===== config.mk =====
export PLATFORM = sky130hd
export DESIGN_NAME = cis_exec
export DESIGN_NICKNAME = d
export VERILOG_FILES = /design/src/rtl/cis_pkg.sv /design/src/rtl/cis_ptr_unit.sv /design/src/rtl/cis_exec.sv
export SDC_FILE = /design/constraint.sdc
export NUM_CORES = 1
export LEC_CHECK = 0
export ABC_AREA = 1
export BUFFER_PORTS_ARGS = -buffer_cell sky130_fd_sc_hd__buf_2
export CAP_MARGIN = 20
export CORE_MARGIN = 2
export CORE_UTILIZATION = 27
export CTS_BUF_LIST = sky130_fd_sc_hd__clkbuf_8
export DETAILED_ROUTE_END_ITERATION = 8
export PLACE_DENSITY = 0.55
export SETUP_SLACK_MARGIN = 0.05
export SYNTH_ARGS = -nofsm -noshare
export SYNTH_HDL_FRONTEND = slang
export SYNTH_SLANG_ARGS = --single-unit

===== constraint.sdc =====
create_clock -name I_CORE_CLK -period 4.18 [get_ports I_CORE_CLK]
set_input_delay 0.627 -clock I_CORE_CLK [delete_from_list [all_inputs] [get_ports I_CORE_CLK]]
set_output_delay 0.627 -clock I_CORE_CLK [all_outputs]
set_load 0.005 [all_outputs]

===== src/rtl/cis_pkg.sv =====
// Shared constants, opcode patterns and state encodings of the exec block.
package cis_pkg;

  // ****************************************************************
  // Widths and field positions
  // ****************************************************************
  localparam int unsigned DATA_W     = 8;
  localparam int unsigned ADDR_W     = 16;
  localparam int unsigned INSTR_W    = 14;
  localparam int unsigned BANK_W     = 5;
  localparam int unsigned LATCH_W    = 7;
  localparam int unsigned DEST_BIT   = 7;
  localparam int unsigned PSEL_MM    = 2;
  localparam int unsigned PSEL_OFS   = 6;
  localparam int unsigned OFS_FORM   = 13;
  localparam int unsigned GIE_BIT    = 7;

  // ****************************************************************
  // Indirect window addresses and reset values
  // ****************************************************************
  localparam logic [6:0]        WINDOW0_ADDR  = 7'h00;
  localparam logic [6:0]        WINDOW1_ADDR  = 7'h01;
  localparam logic [DATA_W-1:0] W_RST         = 8'h00;
  localparam logic [ADDR_W-1:0] PTR_RST       = 16'h0000;
  localparam logic [BANK_W-1:0] BANK_RST      = 5'h00;
  localparam logic [LATCH_W-1:0] LATCH_RST    = 7'h00;
  localparam logic [DATA_W-1:0] OPTION_RST    = 8'hFF;

  // ****************************************************************
  // Opcode patterns and masks
  // ****************************************************************
  localparam logic [13:0] M_ALL  = 14'h3FFF;
  localparam logic [13:0] M_MM   = 14'h3FF8;
  localparam logic [13:0] M_BANK = 14'h3FE0;
  localparam logic [13:0] M_F7   = 14'h3F80;
  localparam logic [13:0] M_F8   = 14'h3F00;
  localparam logic [13:0] P_NOP        = 14'h0000;
  localparam logic [13:0] P_SOFT_RST   = 14'h0001;
  localparam logic [13:0] P_IRQ_RET    = 14'h0009;
  localparam logic [13:0] P_OPTION     = 14'h0062;
  localparam logic [13:0] P_LOAD_MM    = 14'h0010;
  localparam logic [13:0] P_STORE_MM   = 14'h0018;
  localparam logic [13:0] P_BANK       = 14'h0020;
  localparam logic [13:0] P_ACC_STORE  = 14'h0080;
  localparam logic [13:0] P_OR_REG     = 14'h0400;
  localparam logic [13:0] P_COPY       = 14'h0800;
  localparam logic [13:0] P_INC        = 14'h0A00;
  localparam logic [13:0] P_INC_SKIP   = 14'h0F00;
  localparam logic [13:0] P_IMM_LOAD   = 14'h3000;
  localparam logic [13:0] P_LATCH      = 14'h3180;
  localparam logic [13:0] P_SHL        = 14'h3500;
  localparam logic [13:0] P_SHR        = 14'h3600;
  localparam logic [13:0] P_OR_IMM     = 14'h3800;
  localparam logic [13:0] P_LOAD_OFS   = 14'h3F00;
  localparam logic [13:0] P_STORE_OFS  = 14'h3F80;

  typedef enum logic [4:0] {
    OP_NOP, OP_SOFT_RST, OP_IRQ_RET, OP_OPTION, OP_IND_LOAD, OP_IND_STORE,
    OP_BANK, OP_ACC_STORE, OP_OR_REG, OP_COPY, OP_INC, OP_INC_SKIP,
    OP_IMM_LOAD, OP_LATCH, OP_SHL, OP_SHR, OP_OR_IMM
  } cis_op_t;

  // Gray order along fetch, execute, discard address, discard execute.
  typedef enum logic [1:0] {
    ST_FETCH   = 2'b00,
    ST_EXEC    = 2'b01,
    ST_FLUSH_A = 2'b11,
    ST_FLUSH_B = 2'b10
  } cis_state_t;

endpackage


===== src/rtl/cis_ptr_unit.sv =====
// Effective address and pointer update for one indirect access.
`timescale 1ns/10ps
module cis_ptr_unit (
  input  wire logic [15:0] i_ptr,
  input  wire logic [1:0]  i_mode,
  input  wire logic [5:0]  i_offset,
  input  wire logic        i_offset_form,
  output logic      [15:0] o_eff_addr,
  output logic      [15:0] o_ptr_new
);
  logic [15:0] inc;
  logic [15:0] dec;
  logic [15:0] rel;

  // Plain 16-bit arithmetic wraps through zero in both directions.
  assign inc = i_ptr + 16'h0001;                              // [RQ11]
  assign dec = i_ptr - 16'h0001;                              // [RQ11]
  assign rel = i_ptr + {{10{i_offset[5]}}, i_offset};         // [RQ8]

  always_comb begin
    o_eff_addr = i_ptr;
    o_ptr_new  = i_ptr;
    if (i_offset_form) begin
      o_eff_addr = rel;                                       // [RQ9]
    end else begin
      case (i_mode)                                           // [RQ9]
        2'b00: begin
          o_eff_addr = inc;
          o_ptr_new  = inc;
        end
        2'b01: begin
          o_eff_addr = dec;
          o_ptr_new  = dec;
        end
        2'b10: begin
          o_ptr_new  = inc;
        end
        default: begin
          o_ptr_new  = dec;
        end
      endcase
    end
  end
endmodule


===== src/rtl/cis_exec.sv =====
// Executes one slice of the 8-bit core's instruction set.
`timescale 1ns/10ps
// Behaviour
// [RQ1] Increment-and-skip routes sum by dest bit; zero skips next; no flags.
// [RQ2] OR immediate into accumulator, update zero only.
// [RQ3] Increment register, route by dest bit, update zero, never skip.
// [RQ4] OR accumulator with register, route by dest bit, zero only.
// [RQ5] Left shift: bit 7 to carry, zero into bit 0, carry and zero.
// [RQ6] Right shift: bit 0 to carry, zero into bit 7, carry and zero.
// [RQ7] Register copy to accumulator or in place, zero updated.
// [RQ8] Indirect load via pointer 0 or 1, offset -32..31, zero updated.
// [RQ9] Mode field: 00 pre-inc, 01 pre-dec, 10 post-inc, 11 post-dec.
// [RQ10] Window addresses redirect to location held by matching pointer.
// [RQ11] Pointers wrap modulo 16 bits.
// [RQ12] Indirect store writes accumulator, no flag changes.
// [RQ13] Bank load copies immediate into bank select, flags unchanged.
// [RQ14] Program latch load copies 7-bit immediate, flags unchanged.
// [RQ15] Immediate load into accumulator in one cycle, no flags.
// [RQ16] Accumulator store into file register in one cycle, no flags.
// [RQ17] Option load copies accumulator into option register.
// [RQ18] Soft reset requests device reset and clears its indicator.
// [RQ19] Interrupt return pops stack, sets enable bit 7, two cycles.
// [RQ20] No-op changes nothing, one word, one cycle.
// [RQ21] Skipped instruction discarded as a no-op.
// [RQ22] Other instructions take one instruction cycle.
module cis_exec (
  input  wire logic                          I_CORE_CLK,
  input  wire logic                          I_RST_N,
  input  wire logic                          I_INSTR_VALID,
  input  wire logic [cis_pkg::INSTR_W-1:0]   I_INSTR,
  input  wire logic [cis_pkg::DATA_W-1:0]    I_DATA_RDATA,
  input  wire logic [cis_pkg::DATA_W-1:0]    I_IRQ_CONTROL,
  output logic                               O_READY,
  output logic      [cis_pkg::ADDR_W-1:0]    O_DATA_ADDR,
  output logic                               O_DATA_RE,
  output logic                               O_DATA_WE,
  output logic      [cis_pkg::DATA_W-1:0]    O_DATA_WDATA,
  output logic      [cis_pkg::DATA_W-1:0]    O_W,
  output logic                               O_CARRY,
  output logic                               O_ZERO,
  output logic      [cis_pkg::ADDR_W-1:0]    O_PTR0,
  output logic      [cis_pkg::ADDR_W-1:0]    O_PTR1,
  output logic      [cis_pkg::BANK_W-1:0]    O_BANK_SELECT,
  output logic      [cis_pkg::LATCH_W-1:0]   O_UPPER_PC_LATCH,
  output logic      [cis_pkg::DATA_W-1:0]    O_OPTION,
  output logic                               O_SOFT_RESET,
  output logic                               O_SOFT_RESET_INDICATOR_N,
  output logic                               O_STACK_POP,
  output logic                               O_IRQ_CONTROL_WE,
  output logic      [cis_pkg::DATA_W-1:0]    O_IRQ_CONTROL_WDATA
);
  import cis_pkg::*;

  // ****************************************************************
  // Decoding
  // ****************************************************************
  function automatic logic hit(input logic [13:0] ins,
                               input logic [13:0] pat,
                               input logic [13:0] msk);
    hit = ((ins & msk) == pat);
  endfunction

  function automatic cis_op_t decode(input logic [13:0] ins);
    if (hit(ins, P_NOP, M_ALL))                  decode = OP_NOP;
    else if (hit(ins, P_SOFT_RST, M_ALL))        decode = OP_SOFT_RST;
    else if (hit(ins, P_IRQ_RET, M_ALL))         decode = OP_IRQ_RET;
    else if (hit(ins, P_OPTION, M_ALL))          decode = OP_OPTION;
    else if (hit(ins, P_LOAD_MM, M_MM))          decode = OP_IND_LOAD;
    else if (hit(ins, P_STORE_MM, M_MM))         decode = OP_IND_STORE;
    else if (hit(ins, P_BANK, M_BANK))           decode = OP_BANK;
    else if (hit(ins, P_ACC_STORE, M_F7))        decode = OP_ACC_STORE;
    else if (hit(ins, P_OR_REG, M_F8))           decode = OP_OR_REG;
    else if (hit(ins, P_COPY, M_F8))             decode = OP_COPY;
    else if (hit(ins, P_INC, M_F8))              decode = OP_INC;
    else if (hit(ins, P_INC_SKIP, M_F8))         decode = OP_INC_SKIP;
    else if (hit(ins, P_IMM_LOAD, M_F8))         decode = OP_IMM_LOAD;
    else if (hit(ins, P_LATCH, M_F7))            decode = OP_LATCH;
    else if (hit(ins, P_SHL, M_F8))              decode = OP_SHL;
    else if (hit(ins, P_SHR, M_F8))              decode = OP_SHR;
    else if (hit(ins, P_OR_IMM, M_F8))           decode = OP_OR_IMM;
    else if (hit(ins, P_LOAD_OFS, M_F7))         decode = OP_IND_LOAD;
    else if (hit(ins, P_STORE_OFS, M_F7))        decode = OP_IND_STORE;
    else                                         decode = OP_NOP;
  endfunction

  cis_state_t  state_reg;
  cis_state_t  state_next;
  cis_op_t     op_in;
  cis_op_t     op_reg;
  logic [13:0] instr_reg;
  logic        take;
  logic        psel;
  logic [15:0] ptr_cur;
  logic [15:0] eff_addr;
  logic [15:0] ptr_new;
  logic [15:0] addr_next;
  logic        reads;
  logic [15:0] ptr_reg [2];
  logic [7:0]  w_reg;
  logic        carry_reg;
  logic        zero_reg;
  logic [4:0]  bank_reg;
  logic [6:0]  latch_reg;
  logic [7:0]  option_reg;
  logic        ri_n_reg;
  logic [15:0] addr_reg;
  logic        re_reg;
  logic        we_reg;
  logic [7:0]  wdata_reg;
  logic        ready_reg;
  logic        soft_rst_reg;
  logic        pop_reg;
  logic        irq_we_reg;
  logic [7:0]  irq_wdata_reg;
  logic [7:0]  res;
  logic        res_c;
  logic        to_w;
  logic        to_file;
  logic        upd_z;
  logic        upd_c;
  logic        skip;
  logic        exec;
  logic        dest;

  assign take  = (state_reg == ST_FETCH) && I_INSTR_VALID;
  assign exec  = (state_reg == ST_EXEC);
  assign op_in = decode(I_INSTR);
  assign dest  = instr_reg[DEST_BIT];
  assign psel  = I_INSTR[OFS_FORM] ? I_INSTR[PSEL_OFS] : I_INSTR[PSEL_MM];
  assign ptr_cur = ptr_reg[psel];

  cis_ptr_unit u_ptr (
    .i_ptr         (ptr_cur),
    .i_mode        (I_INSTR[1:0]),
    .i_offset      (I_INSTR[5:0]),
    .i_offset_form (I_INSTR[OFS_FORM]),
    .o_eff_addr    (eff_addr),
    .o_ptr_new     (ptr_new)
  );

  // ****************************************************************
  // Operand address
  // ****************************************************************
  always_comb begin
    reads = 1'b0;
    case (op_in)
      OP_IND_LOAD, OP_OR_REG, OP_COPY, OP_INC, OP_INC_SKIP, OP_SHL,
      OP_SHR: reads = 1'b1;
      default: reads = 1'b0;
    endcase
    if (op_in == OP_IND_LOAD || op_in == OP_IND_STORE) begin
      addr_next = eff_addr;                                   // [RQ8]
    end else if (I_INSTR[6:0] == WINDOW0_ADDR) begin
      addr_next = ptr_reg[0];                                 // [RQ10]
    end else if (I_INSTR[6:0] == WINDOW1_ADDR) begin
      addr_next = ptr_reg[1];                                 // [RQ10]
    end else begin
      addr_next = {4'h0, bank_reg, I_INSTR[6:0]};
    end
  end

  // ****************************************************************
  // Sequencer
  // ****************************************************************
  always_comb begin
    state_next = state_reg;
    case (state_reg)
      ST_FETCH:   if (take) state_next = ST_EXEC;
      ST_EXEC:    state_next = (skip || op_reg == OP_IRQ_RET) ?
                               ST_FLUSH_A : ST_FETCH;         // [RQ21]
      ST_FLUSH_A: if (I_INSTR_VALID) state_next = ST_FLUSH_B;
      default:    state_next = ST_FETCH;
    endcase
  end

  always_ff @(posedge I_CORE_CLK or negedge I_RST_N) begin
    if (!I_RST_N) begin
      state_reg <= ST_FETCH;
      ready_reg <= 1'b1;
      op_reg    <= OP_NOP;
      instr_reg <= P_NOP;
      addr_reg  <= PTR_RST;
      re_reg    <= 1'b0;
    end else begin
      state_reg <= state_next;                                // [RQ22]
      ready_reg <= (state_next == ST_FETCH) ||
                   (state_next == ST_FLUSH_A);
      re_reg    <= take && reads;
      if (take) begin
        op_reg    <= op_in;
        instr_reg <= I_INSTR;
        addr_reg  <= addr_next;
      end
    end
  end

  // ****************************************************************
  // Pointers
  // ****************************************************************
  always_ff @(posedge I_CORE_CLK or negedge I_RST_N) begin
    if (!I_RST_N) begin
      for (int i = 0; i < 2; i++) begin
        ptr_reg[i] <= PTR_RST;
      end
    end else if (take && !I_INSTR[OFS_FORM] &&
                 (op_in == OP_IND_LOAD || op_in == OP_IND_STORE)) begin
      ptr_reg[psel] <= ptr_new;                               // [RQ9]
    end
  end

  // ****************************************************************
  // Execute
  // ****************************************************************
  always_comb begin
    res     = I_DATA_RDATA;
    res_c   = carry_reg;
    to_w    = 1'b0;
    to_file = 1'b0;
    upd_z   = 1'b0;
    upd_c   = 1'b0;
    skip    = 1'b0;
    case (op_reg)
      OP_INC_SKIP: begin
        res     = I_DATA_RDATA + 8'h01;                       // [RQ1]
        to_w    = !dest;
        to_file = dest;
        skip    = (res == 8'h00);                             // [RQ1]
      end
      OP_INC: begin
        res     = I_DATA_RDATA + 8'h01;                       // [RQ3]
        to_w    = !dest;
        to_file = dest;
        upd_z   = 1'b1;
      end
      OP_OR_REG: begin
        res     = w_reg | I_DATA_RDATA;                       // [RQ4]
        to_w    = !dest;
        to_file = dest;
        upd_z   = 1'b1;
      end
      OP_SHL: begin
        res     = {I_DATA_RDATA[6:0], 1'b0};                  // [RQ5]
        res_c   = I_DATA_RDATA[7];
        to_w    = !dest;
        to_file = dest;
        upd_z   = 1'b1;
        upd_c   = 1'b1;
      end
      OP_SHR: begin
        res     = {1'b0, I_DATA_RDATA[7:1]};                  // [RQ6]
        res_c   = I_DATA_RDATA[0];
        to_w    = !dest;
        to_file = dest;
        upd_z   = 1'b1;
        upd_c   = 1'b1;
      end
      OP_COPY: begin
        to_w    = !dest;                                      // [RQ7]
        to_file = dest;
        upd_z   = 1'b1;
      end
      OP_IND_LOAD: begin
        to_w    = 1'b1;                                       // [RQ8]
        upd_z   = 1'b1;
      end
      OP_OR_IMM: begin
        res     = w_reg | instr_reg[7:0];                     // [RQ2]
        to_w    = 1'b1;
        upd_z   = 1'b1;
      end
      OP_IMM_LOAD: begin
        res     = instr_reg[7:0];                             // [RQ15]
        to_w    = 1'b1;
      end
      OP_ACC_STORE, OP_IND_STORE: begin
        res     = w_reg;                                      // [RQ12] [RQ16]
        to_file = 1'b1;
      end
      default: begin
        res     = I_DATA_RDATA;                               // [RQ20]
      end
    endcase
  end

  always_ff @(posedge I_CORE_CLK or negedge I_RST_N) begin
    if (!I_RST_N) begin
      w_reg     <= W_RST;
      carry_reg <= 1'b0;
      zero_reg  <= 1'b0;
    end else if (exec) begin
      if (to_w) w_reg <= res;
      if (upd_z) zero_reg <= (res == 8'h00);
      if (upd_c) carry_reg <= res_c;
    end
  end

  always_ff @(posedge I_CORE_CLK or negedge I_RST_N) begin
    if (!I_RST_N) begin
      we_reg    <= 1'b0;
      wdata_reg <= W_RST;
    end else begin
      we_reg <= exec && to_file;
      if (exec && to_file) wdata_reg <= res;
    end
  end

  // ****************************************************************
  // Configuration and control side effects
  // ****************************************************************
  always_ff @(posedge I_CORE_CLK or negedge I_RST_N) begin
    if (!I_RST_N) begin
      bank_reg   <= BANK_RST;
      latch_reg  <= LATCH_RST;
      option_reg <= OPTION_RST;
    end else if (exec) begin
      if (op_reg == OP_BANK) bank_reg <= instr_reg[4:0];      // [RQ13]
      if (op_reg == OP_LATCH) latch_reg <= instr_reg[6:0];    // [RQ14]
      if (op_reg == OP_OPTION) option_reg <= w_reg;           // [RQ17]
    end
  end

  // Device reset sets the indicator back high, so the cause does not survive it.
  always_ff @(posedge I_CORE_CLK or negedge I_RST_N) begin
    if (!I_RST_N) begin
      ri_n_reg      <= 1'b1;
      soft_rst_reg  <= 1'b0;
      pop_reg       <= 1'b0;
      irq_we_reg    <= 1'b0;
      irq_wdata_reg <= W_RST;
    end else begin
      soft_rst_reg <= exec && (op_reg == OP_SOFT_RST);        // [RQ18]
      if (exec && op_reg == OP_SOFT_RST) ri_n_reg <= 1'b0;    // [RQ18]
      pop_reg    <= exec && (op_reg == OP_IRQ_RET);           // [RQ19]
      irq_we_reg <= exec && (op_reg == OP_IRQ_RET);
      if (exec && op_reg == OP_IRQ_RET) begin
        irq_wdata_reg <= I_IRQ_CONTROL | 8'(1 << GIE_BIT);    // [RQ19]
      end
    end
  end

  assign O_READY                  = ready_reg;
  assign O_DATA_ADDR              = addr_reg;
  assign O_DATA_RE                = re_reg;
  assign O_DATA_WE                = we_reg;
  assign O_DATA_WDATA             = wdata_reg;
  assign O_W                      = w_reg;
  assign O_CARRY                  = carry_reg;
  assign O_ZERO                   = zero_reg;
  assign O_PTR0                   = ptr_reg[0];
  assign O_PTR1                   = ptr_reg[1];
  assign O_BANK_SELECT            = bank_reg;
  assign O_UPPER_PC_LATCH         = latch_reg;
  assign O_OPTION                 = option_reg;
  assign O_SOFT_RESET             = soft_rst_reg;
  assign O_SOFT_RESET_INDICATOR_N = ri_n_reg;
  assign O_STACK_POP              = pop_reg;
  assign O_IRQ_CONTROL_WE         = irq_we_reg;
  assign O_IRQ_CONTROL_WDATA      = irq_wdata_reg;
endmodule


==> results of run 1 <==
==> per-layer routing <==
metal	GRT usage	part of all wire	vias to the layer above	routed length, microns
met3	0.03282	0.069	65	2164
met4	0.07046	0.032	0	1001
li1	-	-	4278	-
met5	0	0	-	0
met2	0.3320	0.47	371	14570
met1	0.2601	0.43	4038	13520
==> kinds of logic after synthesis <==
logic type                 count (synthesis)
and+or+nand+nor                          631
buffers and inverters                    181
adders and majority gates                 20
AOI/OAI and AO/OA                        256
DFF                                      115
xor gates and xnor gates                  22
==> cells in the mapped netlist (all sizes together), types with 10 or more instances <==
cell type and count:
nand2 408, o21ai 147, inv 140, nor2 106, dfrtp 105, nand3 84, a21oi 62, clkbuf 20
xor2 20, ha 19, buf 18, o22ai 13, nor3 12, o211ai 12, dfstp 10, nand4 10
==> where the power goes <==
part           internal, mW  switching (mW)  leakage [nW]
clock                 0.479           0.528         0.174
combinational         0.555           0.989          3.33
sequential             1.37           0.205          1.39
==> per-stage QoR <==
step           utilization  hold WS, ns  instance area (sq um)
3_3_place_gp        0.3151       0.4322                   9413
5_1_grt             0.3273       0.2923                   9777
4_1_cts             0.3273       0.2566                   9777
2_1_floorplan            -       0.3314                   8235
3_5_place_dp        0.3151       0.4313                   9413
6_report            0.3273       0.2346                   9777
==> how the worst min path moves through the flow <==
stage | to | slack (ns) | depth (start not counted)
2_1_floorplan | O_BANK_SELECT[0] | 0.33 | 0
3_3_place_gp | O_SOFT_RESET_INDICATOR_N | 0.43 | 2
3_5_place_dp | O_SOFT_RESET_INDICATOR_N | 0.43 | 2
4_1_cts | O_UPPER_PC_LATCH[0] | 0.26 | 1
5_1_grt | O_UPPER_PC_LATCH[0] | 0.29 | 1
6_report | O_UPPER_PC_LATCH[0] | 0.23 | 1
==> area by class of cell <==
cell class              instances  area [sq um]  share of cell area
clock inverters                14         116.4             0.01190
multi-input cells             929          4593              0.4698
repair buffers                162         900.9             0.09214
flip-flops and latches        115          2890              0.2956
well taps                     390         488.0             0.04991
inverters                     143         540.5             0.05529
clock buffers                  18         247.7             0.02534
==> results.yml, run 1 <==
sta:
  finalMaxSlewViolations: 0
  clock.fmax_mhz: 314.0
  finalHoldViolations: 0
  layout_min_cycle_time_ns: 3.185
  tightestPinTransition_ns: 0.7858
  skew_ns: 0.02436
  finalSetupViolations: 0
  finalSetupTns_ns: 0
  layout_setup_ws_ns: 0.9952
  rsz0062_at_grt: "no"
  slew-limit-headroom: 0.4761
  finalCritPeriodShare: 0.7619
logic_synthesis:
  synth-seq-cells: 115
  yosysSeqAreaShare: 0.3510
  synth_fa_ha_area_frac: 0.03130
  syn_area_sq_mm: 0.008235
  synth_ff_type: "dfrtp_1"
  muxShareOfSynthArea: 0
  netlist.area_leader.share: 0.3191
  avgSynthCellArea_sq_um: 6.723
  yosysWarnings: 0
  yosysUniqueCellTypes: 52
  synth_top_family_by_area: "simple AND/OR/NAND/NOR gates"
  synthSimpleGateAreaFrac: 0.3294
  synthArstFlopShare: 1.000
  syn-num-nets: 1278
  synthXorXnorAreaFrac: 0.02431
  yosysTopAreaCell: "dfrtp_1"
  synth_area_leaders: "dfrtp_1 32%, nand2_1 17%, o21ai_0 7.2%"
  postSynthCellCount: 1225
  synth-compound-area-share: 0.1724
  synth-edff-count: 0
final_layout:
  drive_gt1_frac: 0.1883
  antenna_cells: 0
  syn_to_final_growth_pct: 18.72
  fin_nets: 1421
  fillers: 3315
  final_common_cell: "nand2_1"
  final_cell_mix: "382 x nand2_1, 137 x inv_1, 131 x buf_2, 118 x o21ai_0, 105 x dfrtp_1"
  instances_no_fill: 1771
placed_design:
  place_ws_ns: 0.6025
  io_buffers: 132
  dpl.cell_count: 1739
  hpwl_microns: 24040
  gp_congestion: 0.9612
global_routing:
  grt_pass1_wl_microns: 48090
  grt_overflow_total: 0
  grt_pass1_vias: 8455
  antenna_found_initial: 0
  grt_usage: 0.1993
  grt_max_degree: 61
cts:
  clock_sinks: 115
  cts_setup_buffers: 0
  clkLatencyLatePin_ns: 0.46
  cts_buffer_depth: 2
  cts_max_level: 4
  ctsResizeCount: 0
  cts_tree: "done"
  cts-root-buf: "clkbuf_8"
  numCtsBuffers: 17
  cts.clk_slew.worst_paths_ns: 0.08
  ctsHoldBuffers: 0
critical_path:
  cp_num_buf_inv: 3
  path_cells: "buf_2, nand2_4, buf_4, nand3_1, nand2_4, clkinv_2, ha_1, nand2_1, o21ai_0, a21oi_1, o21ai_0, nand2_1, nand2_1, nand2_1, nand2_1, nor2_1, nor2_1, nand2_1, nand2_1, nand2_1"
  slowest_stage: "ha_1"
  crit_path_start: "I_INSTR[13]"
  worstPathRequired_ns: 4.52
  slowest_delay_ns: 0.35
  path_depth: 20
  critPathArrivalTime_ns: 3.52
  cp-endpoint: "O_DATA_ADDR[10]"
  critPathMostFrequentCell: "nand2_1"
  reg2reg_from: "O_PTR0[0]"
  r2r-end: "O_DATA_ADDR[10]"
  critPathLaunchType: "input port"
  cp-end-kind: "register"
  ff2ff_path_depth: 17
  critical-path-top-delay-family: "simple AND/OR/NAND/NOR gates"
  worstPathMaxFanout: 16
  r2r_slack_ns: 1.32
  path_class: "input port to register"
detailed_routing:
  avgRoutedWirePerCell_microns: 17.64
  drc_errors: 0
  drt_pass1_iterations: 5
  wl_microns: 31250
  drtIter0Drc: 970
  drt-vias-per-instance: 4.942
  antenna_left: 0
  num_vias: 8752
floorplan:
  dieArea_sq_mm: 0.03191
  die_h_microns: 178.6
  core_area_sq_mm: 0.02987
  start_util: 0.2757
  io-pin-count: 134
  die_w_microns: 178.6
  rows: 63
power_and_ir_drop:
  leakage_nw: 4.899
  ir_drop_mv: 0.1874
  fin_total_pwr_mw: 4.124
  p_per_area_mw_per_mm2: 421.8
outcome:
  status: "finished, final reports clean"
worst_hold_path:
  hold_class: "input port to asynchronous set/reset pin"
flow_run:
  drv_cap: 0
No activity file was read; power rests on OpenSTA's default activity.
==> run 2, diff against run 1 <==
- ABC_AREA: 1 -> 0
- PLACE_DENSITY: 0.55 -> 0.57
- clock period: 4.18 -> 2.9 ns (I/O delays scaled with it)
==> run 2 against run 1 <==
Against the previous run:
- register-to-register slack got worse by 1.1 ns
- sequential share of layout area shrank 1.1 points
- routed wire length shrank 19%
- clock skew shrank 0.0086 ns
- combinational power is 100% higher
- critical path type unchanged
- largest cell class unchanged
- highest routed layer unchanged
==> results.yml, run 2 <==
final_layout:
  syn_to_final_growth_pct: 29.60
  final_common_cell: "buf_2"
  fin_nets: 1169
  final_cell_area_sq_mm: 0.01017
  drive_gt1_frac: 0.3242
  final_cell_mix: "131 x buf_2, 126 x nand2_1, 106 x buf_4, 105 x dfrtp_1, 81 x o21ai_0"
sta:
  finalCritPeriodShare: 0.9397
  rsz0062_at_grt: "yes"
  layout_min_cycle_time_ns: 2.725
  skew_ns: 0.01571
  slew-limit-headroom: 0.4787
  layout_setup_ws_ns: 0.1749
  finalHoldViolations: 0
  finalSetupViolations: 0
  tightestPinTransition_ns: 0.7791
  clock.fmax_mhz: 367.0
  finalMaxSlewViolations: 0
logic_synthesis:
  avgSynthCellArea_sq_um: 8.606
  synth_area_leaders: "dfrtp_1 33%, mux2_2 6.5%, nand2_1 6.1%"
  yosysUniqueCellTypes: 77
  synth-edff-count: 0
  yosysSeqAreaShare: 0.3682
  netlist.area_leader.share: 0.3348
  postSynthCellCount: 912
  synth_ff_type: "dfrtp_1"
  syn_area_sq_mm: 0.007849
  yosysTopAreaCell: "dfrtp_1"
  syn-num-nets: 965
  yosysWarnings: 0
  ys_top_cells_by_count: "127 x nand2_1, 105 x dfrtp_1, 81 x o21ai_0, 72 x nor2_1, 47 x a21oi_1"
  synth-seq-cells: 115
  synth_most_common_cell: "nand2_1"
  synthArstFlopShare: 1.000
flow_run:
  drv_cap: 0
critical_path:
  r2r_slack_ns: 0.27
  reg2reg_from: "O_PTR0[4]"
  path_class: "input port to register"
  cp-end-kind: "register"
  critPathLaunchType: "input port"
  r2r-end: "O_DATA_ADDR[15]"
  slowest_stage: "mux2_4"
  worstPathMaxFanout: 11
  critPathArrivalTime_ns: 3.10
  worstPathRequired_ns: 3.27
  path_cells: "buf_2, mux2_4, buf_4, mux2i_4, inv_2, ha_1, a21o_1, a41oi_2, and3_4, o41ai_4, mux2i_1, o311ai_2, xor2_1, o21ai_1"
  crit_path_start: "I_INSTR[13]"
  slowest_delay_ns: 0.40
  ff2ff_path_depth: 10
detailed_routing:
  num_vias: 7603
  drt_pass1_iterations: 5
  drc_errors: 0
  wl_microns: 25320
  drtIter0Drc: 585
  antenna_left: 0
  avgRoutedWirePerCell_microns: 16.72
  drt-vias-per-instance: 5.022
power_and_ir_drop:
  p_sw_frac: 0.3915
  p_per_area_mw_per_mm2: 721.3
  p_seq_frac: 0.356
  combPwrFrac: 0.422
  ir_drop_mv: 0.3133
  leakage_nw: 4.775
  p_int_mw: 4.465
  pwr-share-clk: 0.223
  p_switching_mw: 2.872
cts:
  numCtsBuffers: 17
  clkLatencyLatePin_ns: 0.46
  cts_buffer_depth: 2
  cts_tree: "done"
  cts.clk_slew.worst_paths_ns: 0.09
  cts_max_level: 4
  clock_sinks: 115
  cts-root-buf: "clkbuf_8"
floorplan:
  io-pin-count: 134
  core_area_sq_mm: 0.02863
  rows: 62
  die_h_microns: 174.5
  start_util: 0.2742
  die_w_microns: 174.5
  dieArea_sq_mm: 0.03045
global_routing:
  grt_pass1_wl_microns: 40090
  grt_max_degree: 59
  grt_pass1_vias: 7301
  grt_usage: 0.1661
  antenna_found_initial: 1
  grt_overflow_total: 0
placed_design:
  place_ws_ns: -0.3206
  io_buffers: 132
  hpwl_microns: 19220
  dpl-instance-area_sq_mm: 0.009704
  gp_congestion: 0.8674
worst_hold_path:
  hold_end: "O_READY"
  hold_class: "input port to register"
  holdPathStages: 2
  hold_start: "I_INSTR_VALID"
outcome:
  status: "finished, final reports clean"
-- run 2: cell count changes in the layout (fill, tap and decap cells not counted), sizes merged, moves of 9 or more --
cell   previous run  this run
buf             162       242
xor2             20         8
inv             142        31
nor2            106        73
nand3            84        25
nor3             12        26
nand2           408       127
o21ai           147        91
mux2i             0        38
xnor2             2        39
mux2              0        45
a21oi            62        48
a22oi             0         9
or3               0         9
-- run 2: final cells by class --
cell class | count | area, sq um
antenna | 1 | 2.502
clock buffer | 19 | 261.5
clock inverter | 13 | 158.9
fill | 2983 | 18450
inverter | 30 | 112.6
multi-input combinational | 709 | 4705
sequential | 115 | 2890
tap | 384 | 480.5
timing repair buffer | 243 | 1562
-- run 2: per-stage QoR --
stage               utilization  std cells  hold slack (ns)  total power [mW]  TNS, ns
floorplan                     -        912           0.1394             4.311   -2.285
global placement         0.3390       1478           0.3608             5.669   -1.175
detailed placement       0.3390       1478           0.3565             5.716   -1.427
CTS                      0.3541       1511           0.1285             7.382        0
global route             0.3553       1513           0.1486             7.861        0
finish                   0.3554       1514           0.1529             7.337        0
-- run 2: worst max path at each step --
| stage | slack, ns | cells past startpoint | end |
|---|---|---|---|
| floorplan | -0.36 | 17 | O_DATA_ADDR[15] |
| global placement | -0.24 | 14 | O_DATA_ADDR[15] |
| detailed placement | -0.32 | 14 | O_DATA_ADDR[15] |
| CTS | 0.16 | 14 | O_DATA_ADDR[15] |
| global route | 0.05 | 14 | O_DATA_ADDR[15] |
| finish | 0.17 | 14 | O_DATA_ADDR[15] |
-- run 2: power by group through the flow --
stage / Combinational, mW / Clock (mW) / Sequential (mW)
after floorplan: 1.83 / 0 / 2.48
after global placement: 3.04 / 0 / 2.63
after detailed placement: 3.07 / 0 / 2.64
after CTS: 3.09 / 1.68 / 2.61
after global routing: 3.43 / 1.74 / 2.69
final: 3.09 / 1.63 / 2.61
-- run 2: cells by family after synthesis --
kind of cell | after synthesis | share of synthesized area
buf+inv | 88 | 0.04766
xor+xnor | 47 | 0.05245
mux | 83 | 0.1156
flops | 115 | 0.3682
fa+ha+maj | 20 | 0.03284
simple gates | 328 | 0.1962
compound gates | 231 | 0.1870
-- run 2: routing by layer --
layer,up-vias,GRT usage,share of wire
met3,26,0.03740,0.071
met5,-,0,0
li1,3691,-,-
met2,294,0.2662,0.45
met4,0,0.04514,0.016
met1,3592,0.2255,0.46
-- run 2: worst max-delay path, delay by kind of cell --
kind	cells	cell delay (ns)
xor gates and xnor gates	1	0.16
and+or+nand+nor	1	0.20
muxes	3	0.87
buffers and inverters	3	0.35
AOI/OAI and AO/OA	5	0.82
adders and majority gates	1	0.28
-- run 2: timing repair --
item | 4_1_cts | 5_1_grt
resized for setup | 0 | 4
setup endpoints to repair | 0 | 3
hold buffers | 1 | 0
setup buffers | 0 | 2
endpoints found under the hold margin | 16 | 0
==> run 3, diff against run 2 <==
- BUFFER_PORTS_ARGS: -buffer_cell sky130_fd_sc_hd__buf_2 -> -buffer_cell sky130_fd_sc_hd__clkbuf_2
- CTS_BUF_LIST: sky130_fd_sc_hd__clkbuf_8 -> default
==> run 3 against run 2 <==
Against the previous run:
- count of clock-buffer cells in the layout down 1
- first-iteration DRC count is 8.2% higher
- clock skew decreased by 0.0045 ns
- critical path depth unchanged
- sequential share of layout area down 0.31 points
- critical endpoint unchanged
==> results.yml, run 3 (synthesis gave the netlist of run 2 again) <==
power_and_ir_drop:
  fin_total_pwr_mw: 7.792
  p_int_mw: 4.757
  combPwrFrac: 0.400
  p_switching_mw: 3.035
  ir_drop_mv: 0.3333
  p_sw_frac: 0.3895
  pwr-share-clk: 0.262
  leakage_nw: 4.751
  p_seq_frac: 0.338
  p_per_area_mw_per_mm2: 757.6
sta:
  finalHoldViolations: 0
  tightestPinTransition_ns: 0.7090
  timing.hold.ws_ns: 0.1986
  slew-limit-headroom: 0.5256
  clock.fmax_mhz: 362.3
  skew_ns: 0.01121
  layout_setup_ws_ns: 0.1395
  rsz0062_at_grt: "yes"
  finalSetupViolations: 0
  finalMaxSlewViolations: 0
  layout_min_cycle_time_ns: 2.761
  finalCritPeriodShare: 0.9519
  finalSetupTns_ns: 0
cts:
  cts_buffer_depth: 2
  cts_tree: "done"
  clkLatencyLatePin_ns: 0.44
  cts_max_level: 4
  clock_sinks: 115
  cts.clk_slew.worst_paths_ns: 0.06
  numCtsBuffers: 17
  cts-root-buf: "clkbuf_16"
placed_design:
  dpl-instance-area_sq_mm: 0.009674
  gp_congestion: 0.8975
  io_buffers: 132
  hpwl_microns: 19440
  place_ws_ns: -0.3178
  dpl.cell_count: 1474
detailed_routing:
  wl_microns: 25770
  drtIter0Drc: 633
  avgRoutedWirePerCell_microns: 17.09
  drt_pass1_iterations: 8
  drt-vias-per-instance: 5.050
  antenna_left: 0
  num_vias: 7616
  drc_errors: 0
global_routing:
  antenna_found_initial: 0
  grt_usage: 0.1715
  grt_pass1_wl_microns: 41170
  grt_pass1_vias: 7261
  grt_overflow_total: 0
  grt_max_degree: 59
floorplan:
  start_util: 0.2742
  io-pin-count: 134
  die_w_microns: 174.5
  dieArea_sq_mm: 0.03045
  rows: 62
  die_h_microns: 174.5
  core_area_sq_mm: 0.02863
final_layout:
  fin_nets: 1164
  drive_gt1_frac: 0.3238
  instances_no_fill: 1508
  final_cell_mix: "131 x clkbuf_2, 126 x nand2_1, 105 x dfrtp_1, 101 x buf_4, 81 x o21ai_0"
  final_cell_area_sq_mm: 0.01028
  antenna_cells: 0
  final_common_cell: "clkbuf_2"
  syn_to_final_growth_pct: 31.04
  final_util: 0.3593
critical_path:
  path_class: "input port to register"
  critPathArrivalTime_ns: 3.11
  cp-end-kind: "register"
  worstPathRequired_ns: 3.25
  worstPathMaxFanout: 11
  critPathLaunchType: "input port"
outcome:
  status: "finished, final reports clean"
flow_run:
  drv_cap: 0
worst_hold_path:
  hold_class: "input port to register"
[run 3: per-layer routing]
| metal | GRT usage | share of wire | vias up |
|---|---|---|---|
| met5 | 0 | 0 | - |
| met4 | 0.04063 | 0.014 | 0 |
| met3 | 0.03806 | 0.061 | 22 |
| met2 | 0.2707 | 0.46 | 262 |
| met1 | 0.2391 | 0.47 | 3640 |
| li1 | - | - | 3692 |
[run 3: timing repair]
action,4_1_cts,5_1_grt
endpoints found under the setup margin,0,6
resized for setup,0,7
buffers inserted,0,1
hold buffers,1,0
hold endpoints to repair,24,0
[run 3: path summary, 6_finish.rpt]
path                                     startpoint                        to  slack [ns]  cells after the start
setup reg to reg                          O_PTR1[2]            O_DATA_ADDR[8]        0.28                     12
hold reg to reg            O_SOFT_RESET_INDICATOR_N  O_SOFT_RESET_INDICATOR_N        0.48                      1
min in group asynchronous                   I_RST_N           O_DATA_WDATA[4]        0.46                      2
max in group asynchronous                   I_RST_N                O_PTR1[10]        1.67                      3
hold / removal                        I_INSTR_VALID                   O_READY        0.20                      2
setup / recovery                        I_INSTR[13]           O_DATA_ADDR[15]        0.14                     14
[run 3: power by group through the flow]
stage | clock network [mW] | logic (mW) | registers (mW)
floorplan | 0 | 1.83 | 2.48
global placement | 0 | 3.04 | 2.64
detailed placement | 0 | 3.08 | 2.66
CTS | 2.09 | 3.10 | 2.63
global route | 2.18 | 3.45 | 2.72
finish | 2.04 | 3.12 | 2.63
[run 3: worst max-delay path, cell delays in order]
cell and delay [ns]:
clkbuf_2 0.10, mux2_4 0.41, buf_12 0.17, mux2i_2 0.24, inv_1 0.11, ha_1 0.30, o21ai_0 0.08, nand2b_1 0.11
inv_1 0.08, o41ai_4 0.39, mux2i_1 0.26, o311ai_2 0.13, xor2_1 0.16, o21ai_1 0.14
[run 3: final cells by class]
| cell class | instances | area [sq um] |
|---|---|---|
| Fill cell | 2980 | 18340 |
| Multi-Input combinational cell | 709 | 4718 |
| Sequential cell | 115 | 2890 |
| Timing Repair Buffer | 238 | 1524 |
| Tap cell | 384 | 480.5 |
| Clock buffer | 18 | 429.2 |
| Clock inverter | 14 | 130.1 |
| Inverter | 30 | 112.6 |
